<file path="src/shared/llsfd_pkg.sv">
// shared constants, types and functions of the fabric datapath block
package llsfd_pkg;
  typedef enum logic [1:0] {PATH_STD, PATH_TENG, PATH_HS128} llsfd_path_e;
  typedef enum logic [1:0] {MODE_DUPLEX, MODE_RX, MODE_TX} llsfd_mode_e;
  localparam logic [7:0] ADDR_CTRL = 8'h00;
  localparam logic [7:0] ADDR_STATUS = 8'h04;
  localparam logic [7:0] ADDR_CLOCKS = 8'h08;
  localparam logic [31:0] CTRL_RESET = 32'h0000_0010;
  localparam logic [31:0] CTRL_WMASK = 32'h007f_ffff;
  localparam int CTRL_PATH_LSB = 0;
  localparam int CTRL_MODE_LSB = 2;
  localparam int CTRL_LANES_LSB = 4;
  localparam int CTRL_BOND_EN = 10;
  localparam int CTRL_BOND_XBANK = 11;
  localparam int CTRL_FAB_LSB = 12;
  localparam int CTRL_PMA_LSB = 16;
  localparam int CTRL_TXCORE = 19;
  localparam int CTRL_RXCORE = 20;
  localparam int CTRL_PLL_LSB = 21;
  localparam int ST_TX_DROP = 6;
  localparam int ST_TX_STARVE = 7;
  localparam int ST_RX_DROP = 8;
  localparam int CK_REF_LSB = 8;
  localparam int CK_PLL_LSB = 16;
  localparam logic [5:0] MAX_LANES = 6'h20;
  localparam logic [5:0] HS_MAX_LANES = 6'h04;
  localparam logic [5:0] BOND_MAX_CH = 6'h06;
  localparam int WORD_W = 128;
  localparam int FIFO_DEPTH = 8;
  localparam logic [3:0] FIFO_FULL = 4'h8;

  function automatic logic [7:0] fabBits(input logic [3:0] code);
    unique case (code)
      4'h0: return 8'h08;
      4'h1: return 8'h0a;
      4'h2: return 8'h10;
      4'h3: return 8'h14;
      4'h4: return 8'h20;
      4'h5: return 8'h28;
      4'h6: return 8'h32;
      4'h7: return 8'h40;
      4'h8: return 8'h42;
      4'h9: return 8'h80;
      default: return 8'h00;
    endcase
  endfunction : fabBits

  function automatic logic [7:0] pmaBits(input logic [2:0] code);
    unique case (code)
      3'h0: return 8'h08;
      3'h1: return 8'h0a;
      3'h2: return 8'h10;
      3'h3: return 8'h14;
      3'h4: return 8'h20;
      3'h5: return 8'h28;
      3'h6: return 8'h40;
      default: return 8'h00;
    endcase
  endfunction : pmaBits

  // legal fabric to pcs-pma width pairs per datapath
  function automatic logic widthOk(input logic [1:0] p, input logic [7:0] f, input logic [7:0] w);
    logic ok;
    ok = 1'b0;
    if (p == PATH_STD)
      ok = (f == 8'h08 && w == 8'h08) || (f == 8'h0a && w == 8'h0a)
        || (f == 8'h10 && (w == 8'h08 || w == 8'h10))
        || (f == 8'h14 && (w == 8'h0a || w == 8'h14))
        || (f == 8'h20 && w == 8'h10) || (f == 8'h28 && w == 8'h14);
    else if (p == PATH_TENG)
      ok = (f == 8'h20 && w == 8'h20) || (f == 8'h28 && w == 8'h28)
        || (f == 8'h32 && w == 8'h28) || (f == 8'h40 && (w == 8'h20 || w == 8'h40))
        || (f == 8'h42 && w == 8'h28);
    else if (p == PATH_HS128)
      ok = (f == 8'h80);
    return ok;
  endfunction : widthOk

  function automatic logic [WORD_W-1:0] wordMask(input logic [7:0] bits);
    return (128'h1 << bits) - 128'h1;
  endfunction : wordMask
endpackage : llsfd_pkg

</file>
<file path="src/shared/llsfd_fifo_if.sv">
// port bundle of one phase-compensation fifo
`timescale 1ns/1ps
interface llsfd_fifo_if;
  import llsfd_pkg::*;
  logic push;
  logic pop;
  logic [WORD_W-1:0] wdata;
  logic [WORD_W-1:0] rdata;
  logic full;
  logic empty;
  logic [3:0] count;
  modport store (input push, input pop, input wdata, output rdata, output full, output empty, output count);
  modport client (output push, output pop, output wdata, input rdata, input full, input empty, input count);
endinterface : llsfd_fifo_if

</file>
<file path="src/hdl/llsfd_phase_fifo.sv">
// phase-compensation fifo between fabric and pcs word streams
`timescale 1ns/1ps
module llsfd_phase_fifo
  import llsfd_pkg::*;
(
  input wire logic ref_clk,
  input wire logic resetn,
  llsfd_fifo_if.store port
);
  typedef struct packed {
    logic [FIFO_DEPTH-1:0][WORD_W-1:0] mem;
    logic [3:0] wp;
    logic [3:0] rp;
  } llsfd_fifo_s;
  llsfd_fifo_s q;
  llsfd_fifo_s d;

  assign port.count = q.wp - q.rp;
  assign port.full = (port.count == FIFO_FULL);
  assign port.empty = (port.count == 4'h0);
  assign port.rdata = q.mem[q.rp[2:0]];

  always_comb
  begin
    d = q;
    if (port.push && !port.full)
    begin
      d.mem[q.wp[2:0]] = port.wdata;
      d.wp = q.wp + 4'h1;
    end
    if (port.pop && !port.empty)
      d.rp = q.rp + 4'h1;
  end

  always_ff @(posedge ref_clk or negedge resetn)
  begin
    if (!resetn)
      q <= '0;
    else
      q <= d;
  end
endmodule : llsfd_phase_fifo

</file>
<file path="src/hdl/llsfd_tick_gen.sv">
// parallel word tick: one pulse every div line bits
`timescale 1ns/1ps
module llsfd_tick_gen
  import llsfd_pkg::*;
(
  input wire logic ref_clk,
  input wire logic resetn,
  input wire logic en,
  input wire logic [7:0] div,
  output logic tick
);
  typedef struct packed {
    logic [7:0] cnt;
  } llsfd_tick_s;
  llsfd_tick_s q;
  llsfd_tick_s d;

  assign tick = en && (q.cnt == div - 8'h01);

  always_comb
  begin
    d = q;
    if (!en || tick)
      d.cnt = 8'h00;
    else
      d.cnt = q.cnt + 8'h01;
  end

  always_ff @(posedge ref_clk or negedge resetn)
  begin
    if (!resetn)
      q <= '0;
    else
      q <= d;
  end
endmodule : llsfd_tick_gen

</file>
<file path="src/hdl/llsfd_datapath.sv">
// fabric-side datapath and clocking configuration of the transceiver phy
// Behaviour
// 32/40 bits: standard default, ten-gig optional
// duplex, receive-only or transmit-only operation
// lanes 1..32; high-speed path at most 4
// bonding: up to 6 channels, standard only; cross-bank bonding is granted with more than 6 lanes
// several transmit plls disable bonding
// cross-bank bonding: refclk equals rate over pma
// fabric widths listed; high-speed path only 128
// parallel clock is rate over fabric width
// standard path fabric to pcs-pma width map
// ten-gig path fabric to pcs-pma width map
// 50:40 ticks at /40, fabric returns core
// ten-gig 64:32 ticks at /32, fabric returns core
// tx core input clocks tx fifo write
// tx core input mandatory for 50:40, 64:32
// bonded uses one pll; else one each
// rx core input clocks rx fifo read
// fabric core clocks match phy rate
// fifos keep order, no loss or duplication; a word the full fifo cannot take is dropped and flagged
//
// Decided for this implementation: the register addresses and the Wishbone interface to the registers.
`timescale 1ns/1ps
module llsfd_datapath
  import llsfd_pkg::*;
(
  input wire logic ref_clk,
  input wire logic resetn,
  input wire logic wb_cyc_i,
  input wire logic wb_stb_i,
  input wire logic wb_we_i,
  input wire logic [7:0] wb_adr_i,
  input wire logic [3:0] wb_sel_i,
  input wire logic [31:0] wb_dat_i,
  output logic [31:0] wb_dat_o,
  output logic wb_ack_o,
  input wire logic [WORD_W-1:0] txData,
  input wire logic txValid,
  output logic txReady,
  input wire logic txCoreTick,
  input wire logic rxCoreTick,
  output logic txClkOut,
  output logic rxClkOut,
  output logic [WORD_W-1:0] txPcsData,
  output logic txPcsValid,
  input wire logic [WORD_W-1:0] rxPcsData,
  input wire logic rxPcsValid,
  output logic [WORD_W-1:0] rxData,
  output logic rxValid
);
  typedef struct packed {
    logic [31:0] ctrl;
    logic ack;
    logic [31:0] rdat;
    logic cfgOk;
    logic widthErr;
    logic laneErr;
    logic bondErr;
    logic coreErr;
    logic bondAct;
    logic [7:0] parDiv;
    logic [7:0] refDiv;
    logic [2:0] pllEff;
    logic txDrop;
    logic txStarve;
    logic rxDrop;
    logic txReady;
    logic txClk;
    logic rxClk;
    logic [WORD_W-1:0] txPcs;
    logic txPcsV;
    logic [WORD_W-1:0] rxWord;
    logic rxV;
  } llsfd_state_s;
  llsfd_state_s q;
  llsfd_state_s d;

  logic [1:0] cPath;
  logic [1:0] cMode;
  logic [5:0] cLanes;
  logic cBondEn;
  logic cBondX;
  logic [7:0] cFab;
  logic [7:0] cPma;
  logic cTxCore;
  logic cRxCore;
  logic [1:0] cPll;
  logic excRatio;
  logic widthBad;
  logic laneBad;
  logic coreBad;
  logic bondGrant;
  logic txEn;
  logic rxEn;
  logic txTick;
  logic rxTick;
  logic txFabTick;
  logic rxFabTick;
  logic txPushTry;
  logic [3:0] txCntNext;
  logic req;
  logic [31:0] statusWord;
  logic [31:0] clocksWord;

  llsfd_fifo_if txIf();
  llsfd_fifo_if rxIf();

  ////////////////////////////////////////////////////////////////
  // configuration fields
  assign cPath = q.ctrl[CTRL_PATH_LSB +: 2];
  assign cMode = q.ctrl[CTRL_MODE_LSB +: 2];
  assign cLanes = q.ctrl[CTRL_LANES_LSB +: 6];
  assign cBondEn = q.ctrl[CTRL_BOND_EN];
  assign cBondX = q.ctrl[CTRL_BOND_XBANK];
  assign cFab = fabBits(q.ctrl[CTRL_FAB_LSB +: 4]);
  assign cPma = pmaBits(q.ctrl[CTRL_PMA_LSB +: 3]);
  assign cTxCore = q.ctrl[CTRL_TXCORE];
  assign cRxCore = q.ctrl[CTRL_RXCORE];
  assign cPll = q.ctrl[CTRL_PLL_LSB +: 2];

  // ratios where the phy ticks at the pcs-pma width
  assign excRatio = (cFab == 8'h32 && cPma == 8'h28)
    || (cPath == PATH_TENG && cFab == 8'h40 && cPma == 8'h20);
  assign widthBad = !widthOk(cPath, cFab, cPma);
  assign laneBad = (cLanes == 6'h00) || (cLanes > MAX_LANES)
    || (cPath == PATH_HS128 && cLanes > HS_MAX_LANES);
  assign coreBad = excRatio && ((cMode != MODE_RX && !cTxCore)
    || (cMode != MODE_TX && !cRxCore));
  // bank bonding limited to six channels, standard path, single pll
  assign bondGrant = cBondEn && cPath == PATH_STD && cPll == 2'h0
    && (cBondX || cLanes <= BOND_MAX_CH);

  assign txEn = q.cfgOk && cMode != MODE_RX;
  assign rxEn = q.cfgOk && cMode != MODE_TX;

  ////////////////////////////////////////////////////////////////
  // parallel word ticks of the pcs side
  llsfd_tick_gen txTickGen (
    .ref_clk(ref_clk),
    .resetn(resetn),
    .en(txEn),
    .div(q.parDiv),
    .tick(txTick)
  );
  llsfd_tick_gen rxTickGen (
    .ref_clk(ref_clk),
    .resetn(resetn),
    .en(rxEn),
    .div(q.parDiv),
    .tick(rxTick)
  );

  llsfd_phase_fifo txFifo (
    .ref_clk(ref_clk),
    .resetn(resetn),
    .port(txIf.store)
  );
  llsfd_phase_fifo rxFifo (
    .ref_clk(ref_clk),
    .resetn(resetn),
    .port(rxIf.store)
  );

  ////////////////////////////////////////////////////////////////
  // fifo steering
  assign txFabTick = cTxCore ? txCoreTick : txTick;
  assign rxFabTick = cRxCore ? rxCoreTick : rxTick;
  assign txPushTry = txEn && txValid && txFabTick;
  assign txIf.push = txPushTry && q.txReady;
  assign txIf.wdata = txData & wordMask(cFab);
  assign txIf.pop = txEn && txTick && !txIf.empty;
  assign txCntNext = txIf.count + {3'h0, txIf.push} - {3'h0, txIf.pop};
  assign rxIf.push = rxEn && rxPcsValid && !rxIf.full;
  assign rxIf.wdata = rxPcsData;
  assign rxIf.pop = rxEn && rxFabTick && !rxIf.empty;

  assign req = wb_cyc_i && wb_stb_i && !q.ack;
  assign statusWord = {23'h0, q.rxDrop, q.txStarve, q.txDrop, q.bondAct,
    q.coreErr, q.bondErr, q.laneErr, q.widthErr, q.cfgOk};
  assign clocksWord = {13'h0, q.pllEff, q.refDiv, q.parDiv};

  ////////////////////////////////////////////////////////////////
  always_comb
  begin
    d = q;
    // wishbone slave, one wait state
    d.ack = req;
    if (req && wb_we_i && wb_adr_i == ADDR_CTRL)
    begin
      for (int b = 0; b < 4; b++)
      begin
        if (wb_sel_i[b])
          d.ctrl[8*b +: 8] = wb_dat_i[8*b +: 8];
      end
      d.ctrl = d.ctrl & CTRL_WMASK;
    end
    if (req && !wb_we_i)
    begin
      unique case (wb_adr_i)
        ADDR_CTRL: d.rdat = q.ctrl;
        ADDR_STATUS: d.rdat = statusWord;
        ADDR_CLOCKS: d.rdat = clocksWord;
        default: d.rdat = 32'h0;
      endcase
    end
    // configuration check
    d.widthErr = widthBad;
    d.laneErr = laneBad;
    d.coreErr = coreBad;
    d.cfgOk = !widthBad && !laneBad && !coreBad && cMode != 2'h3;
    d.bondAct = bondGrant;
    d.bondErr = cBondEn && !bondGrant;
    d.parDiv = excRatio ? cPma : cFab;
    d.refDiv = (bondGrant && cBondX) ? cPma : 8'h00;
    d.pllEff = bondGrant ? 3'h1 : {1'b0, cPll} + 3'h1;
    // sticky flags, a new event beats a clear
    if (req && wb_we_i && wb_adr_i == ADDR_STATUS)
    begin
      d.txDrop = q.txDrop && !wb_dat_i[ST_TX_DROP];
      d.txStarve = q.txStarve && !wb_dat_i[ST_TX_STARVE];
      d.rxDrop = q.rxDrop && !wb_dat_i[ST_RX_DROP];
    end
    if (txPushTry && !q.txReady)
      d.txDrop = 1'b1;
    if (txEn && txTick && txIf.empty)
      d.txStarve = 1'b1;
    if (rxEn && rxPcsValid && rxIf.full)
      d.rxDrop = 1'b1;
    // datapath outputs
    d.txReady = txEn && (txCntNext < FIFO_FULL);
    d.txClk = txTick;
    d.rxClk = rxTick;
    d.txPcsV = txIf.pop;
    if (txIf.pop)
      d.txPcs = txIf.rdata;
    d.rxV = rxIf.pop;
    if (rxIf.pop)
      d.rxWord = rxIf.rdata & wordMask(cFab);
  end

  always_ff @(posedge ref_clk or negedge resetn)
  begin
    if (!resetn)
    begin
      q <= '0;
      q.ctrl <= CTRL_RESET;
    end
    else
      q <= d;
  end

  assign wb_dat_o = q.rdat;
  assign wb_ack_o = q.ack;
  assign txReady = q.txReady;
  assign txClkOut = q.txClk;
  assign rxClkOut = q.rxClk;
  assign txPcsData = q.txPcs;
  assign txPcsValid = q.txPcsV;
  assign rxData = q.rxWord;
  assign rxValid = q.rxV;
endmodule : llsfd_datapath

</file>
<file path="config.mk">
export PLATFORM = sky130hd
export DESIGN_NAME = llsfd_datapath
export DESIGN_NICKNAME = d
export VERILOG_FILES = /design/src/shared/llsfd_pkg.sv /design/src/shared/llsfd_fifo_if.sv /design/src/hdl/llsfd_phase_fifo.sv /design/src/hdl/llsfd_tick_gen.sv /design/src/hdl/llsfd_datapath.sv
export SDC_FILE = /design/constraint.sdc
export NUM_CORES = 2
export LEC_CHECK = 0
export BUFFER_PORTS_ARGS = -buffer_cell sky130_fd_sc_hd__buf_2
export CORE_ASPECT_RATIO = 1.1
export CORE_UTILIZATION = 63
export CTS_BUF_LIST = sky130_fd_sc_hd__clkbuf_4
export CTS_CLUSTER_DIAMETER = 80
export DETAILED_ROUTE_END_ITERATION = 16
export PLACE_DENSITY_LB_ADDON = 0.2
export SYNTH_ARGS = -nofsm -noshare
export SYNTH_HDL_FRONTEND = slang
export SYNTH_SLANG_ARGS = --single-unit
</file>
<file path="constraint.sdc">
create_clock -name ref_clk -period 5.26 [get_ports ref_clk]
set_input_delay 0.789 -clock ref_clk [delete_from_list [all_inputs] [get_ports ref_clk]]
set_output_delay 0.789 -clock ref_clk [all_outputs]
set_load 0.01 [all_outputs]
</file>
* After elaboration in Yosys (flattened, before gate mapping) *
Memories as Yosys holds them, arrays and structs flattened.
Cells that the tools add are included.
W data, S select, Z words.

word-level totals
  input port bits = 309
  word-level logic and storage cells = 240
  memories kept = 1
  bits in registers = 2425
  ROM bits = 112

memories
  memory            words  bits a word  rd ports  clocked after memory_dff  wr ports  line             source
  (name not given)  16     7            1         0                         0         llsfd_pkg.sv:33  unique case (code)

cells by class
  equal/unequal tests = 34
  reduce and logical (&&, ||, !) cells = 107
  muxes and demuxes = 26
  shifts and indexed selects = 1
  bitwise gates (word level) = 2
  $lt $le $gt $ge = 10
  add/sub/neg operators = 13

operators with widths
  kind                       number
  $bwmux W1024               2
  $bmux W128 S3              2
  $demux W128 S3             2
  $mux W128                  4
  $and A128 B128 Y128        2
  $shl A1 B8 Y128 const A    1
  $sub A128 B1 Y128 const B  1
  $pmux W23 S3               1
  $logic_and A1 B1 Y1        57
  $pmux W7 S7                1
  $eq A8 B4 Y1 const B       5
  $eq A8 B6 Y1 const B       5
  $eq A8 B5 Y1 const B       4
  $mux W8                    4
  $eq A8 B7 Y1 const B       3
  $logic_or A1 B1 Y1         19
  $logic_not A1 Y1           18
  $add A4 B1 Y4 const B      4
  $add A8 B1 Y8 const B      2
  $eq A8 B8 Y1               2
  $lt A3 B4 Y1 const B       4
  $eq A3 B3 Y1 const B       3
  $eq A4 B4 Y1 const B       2
  $eq A8 B3 Y1 const B       1
  26 further kinds           44

* Logic depth before layout (Yosys ltp) *
  depth in word-level cells = 13
  depth in mapped cells = 22

* By module *
A second synthesis with hierarchy kept.

unflattened totals
  cell total of the unflattened synthesis = 7629
  area total of the unflattened synthesis = 111814.7 um^2

modules (own cells, without submodules)
  module                     instances  area each (um^2)  cells each
  llsfd_phase_fifo (txFifo)  1          47474.3           2952
  llsfd_phase_fifo (rxFifo)  1          46569.7           2951
  llsfd_datapath             1          16424.5           1574
  llsfd_tick_gen             2          673.1             76

* Worst setup path after synthesis *
No wires, ideal clock.

  path kind = flip-flop to flip-flop
  start = register txFifo.q[1] (netlist bit)
  end = register q, in the netlist txReady
  setup time = 120 ps
  setup slack = 1098 ps
  cell stages (with the launch flop) = 23
  data required time = 5140 ps
  clock period less this slack = 4162 ps
  arrival time = 4042 ps
  cell sequence = dfrtp_1 -> clkbuf_1 -> clkbuf_1 -> buf_1 -> inv_1 -> ha_1 -> a21o_1 -> a21o_1 -> xnor2_1 -> inv_1 -> ha_1 -> a211oi_1 -> buf_2 -> buf_4 -> buf_2 -> ha_1 -> inv_1 -> ha_1 -> nor3b_1 -> o21a_1 -> nor2_1 -> xnor2_1 -> nor2_1

RTL lines
  element                   line                    source
  start: declaration        llsfd_phase_fifo.sv:15  llsfd_fifo_s q;
  start signal: assignment  llsfd_phase_fifo.sv:38  q <= '0;
  start signal: assignment  llsfd_phase_fifo.sv:40  q <= d;
  end: declaration          llsfd_datapath.sv:75    llsfd_state_s q;

* Worst setup path in the final report *
  start = register q[335] (netlist bit)
  end = register txFifo.q[688] (netlist bit)

between the ends
  word-level cells in the longest chain between the ends = 5

RTL lines
  element              line                    source
  $mem_v2 Z16 W7       --
  $shl A1 B8 Y128      llsfd_pkg.sv:80         return (128'h1 << bits) - 128'h1;
  $sub A128 B1 Y128    llsfd_pkg.sv:80
  $and A128 B128 Y128  llsfd_datapath.sv:170   assign txIf.wdata = txData & wordMask(cFab);
  $bwmux W1024         llsfd_phase_fifo.sv:28  d.mem[q.wp[2:0]] = port.wdata;

Every way passes these cells.
A chain may end at the register's enable or synchronous reset.

==> flow_metrics.py <==
metrics = {
    "outcome": {
        "status": "complete, no violations",
    },
    "final_layout": {
        "drive_gt1_share_pct": 36.56,
        "finalNonFillerCells": 11820,
        "multi_input_area_mm2": 0.04314,
        "n_fill_cell": 11880,
        "syn_to_final_growth_pct": 12.07,
        "final_util_pct": 71.14,
        "seq_area_mm2": 0.06041,
        "fin_area_mm2": 0.1214,
        "final_nets": 9494,
    },
    "die": {
        "dieArea_mm2": 0.1736,
        "fp.dieW_um": 397.4,
        "pin_count": 603,
        "die_h_um": 437.0,
        "initial_utilization_pct": 63.48,
        "rows": 159,
        "coreArea_mm2": 0.1707,
    },
    "min_path": {
        "hp-class": "in2async",
    },
    "routing": {
        "drt_iter0_markers": 5535,
        "drtAntennaViolNets": 0,
        "dr_total_vias": 71610,
        "avgViaCountPerCell": 6.058,
        "drc": 0,
        "wire_per_inst_um": 23.45,
        "first_pass_iters": 5,
        "drt-total-wl_mm": 277.2,
    },
    "placement": {
        "placedCellCount": 10490,
        "place_congestion": 0.8361,
        "postPlaceCellArea_mm2": 0.1111,
        "post-place-ws_ns": 1.129,
        "detailed_place_hpwl_mm": 156.9,
        "io_buffer_count": 583,
    },
    "clock_network": {
        "post_cts_resized": 0,
        "clock-root-buffer": "clkbuf_4",
        "cts_tree": "done",
        "cts-htree-levels": 6,
        "cts_buffer_depth": 4,
        "clock_sinks": 2413,
        "insertion_delay_ns": 1.39,
        "cts_inserted_buffers": 624,
        "clkSlewWorstSetupHoldPaths_ns": 0.07,
    },
    "logic_synthesis": {
        "ys_seq_area_share_pct": 55.73,
        "ys_top_cells_by_area": "dfrtp_1 56%, mux2_2 12%, mux4_2 11%, nand2_1 5.1%, o21ai_0 3.7%",
        "ys_ff_latch": 2413,
        "synth_top_flop_cell": "dfrtp_1",
        "yosys.area.top_type_share_pct": 55.71,
        "synth_commonest_cells": "2,412 x dfrtp_1, 1,476 x nand2_1, 1,107 x mux2_2, 807 x o21ai_0, 512 x mux4_2",
        "yosysWarnings": 0,
        "syn-cell-area_mm2": 0.1084,
        "yosysMostFrequentCell": "dfrtp_1",
        "ys_async_sr_fraction_pct": 100.0,
        "synth.distinct_cells": 74,
        "syn_inst": 8377,
        "yosysTopAreaCell": "dfrtp_1",
        "synth_edf_count": 0,
        "avgSynthCellArea_um2": 12.93,
    },
    "sta": {
        "slew_viol_final": 0,
        "finalSetupViolations": 0,
        "finalSetupTns_ns": 0,
        "fin_crit_sh_pct": 84.46,
        "hold_ws_ns": 0.1173,
        "period_needed_ns": 4.443,
        "rsz0062_at_grt": "no",
        "setup_ws_ns": 0.8172,
        "max_slew_margin_pct": 19.26,
        "worstMarginPinSlew_ns": 1.198,
        "fin_skew_ns": 0.07691,
        "report.final.hold_viol_count": 0,
        "max_freq_mhz": 225.1,
    },
    "flow_run": {
        "drv_cap": 0,
    },
    "global_routing": {
        "antenna_found_initial": 54,
        "grt_max_degree": 215,
        "grt_pass1_vias": 75980,
        "grtUsageTotal_pct": 32.61,
        "grt_pass1_wl_mm": 435.7,
        "gr-total-overflow": 0,
    },
    "power_and_ir_drop": {
        "powerDensity_mw_per_mm2": 299.2,
        "power_mw": 36.33,
        "ir_worst_vdd_uv": 264.0,
        "power.leakage_nw": 58.26,
    },
    "setup_path": {
        "end_kind": "flop",
        "rr_worst_depth": 11,
        "worstSetupPathType": "reg2reg",
        "crit_arrival_ns": 5.73,
        "crit_fanout": 34,
        "required_ns": 6.54,
        "startpoint_type": "flop",
    },
}
-- where the power goes --
part / internal [mW] / leakage (nW) / switching [mW]
combinational: 0.918 / 20.3 / 0.878
clock: 7.94 / 4.39 / 7.37
sequential: 19.0 / 33.6 / 0.235
total: 27.8 / 58.3 / 8.49
-- critical path, cell delays in order (launching register included) --
cell     delay [ns]
dfrtp_1        0.38
nor2_1         0.54
nor2b_1        0.11
buf_4          0.21
inv_1          0.50
ha_2           0.33
buf_4          0.47
and2_0         0.20
a31oi_1        0.04
o21ai_0        0.96
nand2_1        0.31
o21ai_0        0.25
-- logic make-up (layout without fill, tap and decap cells) --
group	count (synthesis)	count (layout)	synth area share [%]
other	2	44	0.006931
AND/OR/NAND/NOR	1906	1906	7.197
multiplexers	1958	1958	26.30
XOR/XNOR	51	51	0.4123
flip-flops	2413	2413	55.73
AO/OA/AOI/OAI	1128	1128	5.515
buffers and inverters	897	2045	4.573
adder cells (fa/ha/maj)	22	22	0.2610
-- path summary, 6_finish.rpt --
| check | startpoint | endpoint | slack (ns) |
|---|---|---|---|
| max in group asynchronous | resetn | rxFifo.q[985]$_DFFE_PN0P_ | 3.61 |
| min in group ref_clk | wb_sel_i[1] | q[335]$_DFFE_PN0P_ | 0.19 |
| setup / recovery | q[335]$_DFFE_PN0P_ | txFifo.q[688]$_DFFE_PN0P_ | 0.82 |
| hold reg to reg | txFifo.q[808]$_DFFE_PN0P_ | txFifo.q[808]$_DFFE_PN0P_ | 0.47 |
| hold / removal | resetn | txFifo.q[166]$_DFFE_PN0P_ | 0.12 |
| setup reg to reg | q[335]$_DFFE_PN0P_ | txFifo.q[688]$_DFFE_PN0P_ | 0.82 |
-- state kept, by name, indices dropped and copies added (netlist names), 2 cells and up --
name / flops
cLanes: 6
cMode: 2
cPath: 2
cPll: 2
clocksWord: 16
q: 16
rxData: 128
rxFifo.q: 1032
rxTickGen.q: 8
txFifo.q: 1032
txPcsData: 128
txTickGen.q: 8
wb_dat_o: 23
-- layout make-up --
| type | instances | area share [%] |
|---|---|---|
| sequential | 2413 | 49.75 |
| multi-input combinational | 5075 | 35.52 |
| antenna | 34 | 0.07007 |
| clock inverter | 104 | 0.4348 |
| clock buffer | 892 | 5.515 |
| tap | 2254 | 2.323 |
| timing repair buffer | 1023 | 6.298 |
| inverter | 26 | 0.08861 |
-- layout by cell type (no fill, tap or decap), drive strengths merged, types with 6 or more instances in the layout --
cell and count:
o21ai 810, nor3b 8, nand2 1476, clkinv 81, clkbuf 892, xnor2 26, mux2i 12, dlygate4sd3 304
and2 88, and3 51, dfrtp 2412, a22oi 9, a31oi 133, conb 10, diode 34, mux2 1434
nor3 12, nand2b 10, nand3 22, inv 44, nor2 184, nor2b 22, mux4 512, a21oi 138
buf 719, ha 21, o31ai 6, or3 7, xor2 25
-- what timing repair did --
action                    in CTS  in global routing
hold endpoints to repair    2233                  0
hold buffers                 304                  0
setup buffers                  0                  0
-- per-layer routing --
metal  part of all wire, %  wire length (um)  track usage (%)  vias to the layer above
li1                      -                 -                -                    31180
met1                    40            111800            43.15                    37300
met2                    49            134500            52.30                     2530
met3                   7.8             21730            8.190                      565
met4                   3.2              8845            12.31                       46
met5                  0.11               297                0                        -
No activity file was read; power rests on OpenSTA's default activity.
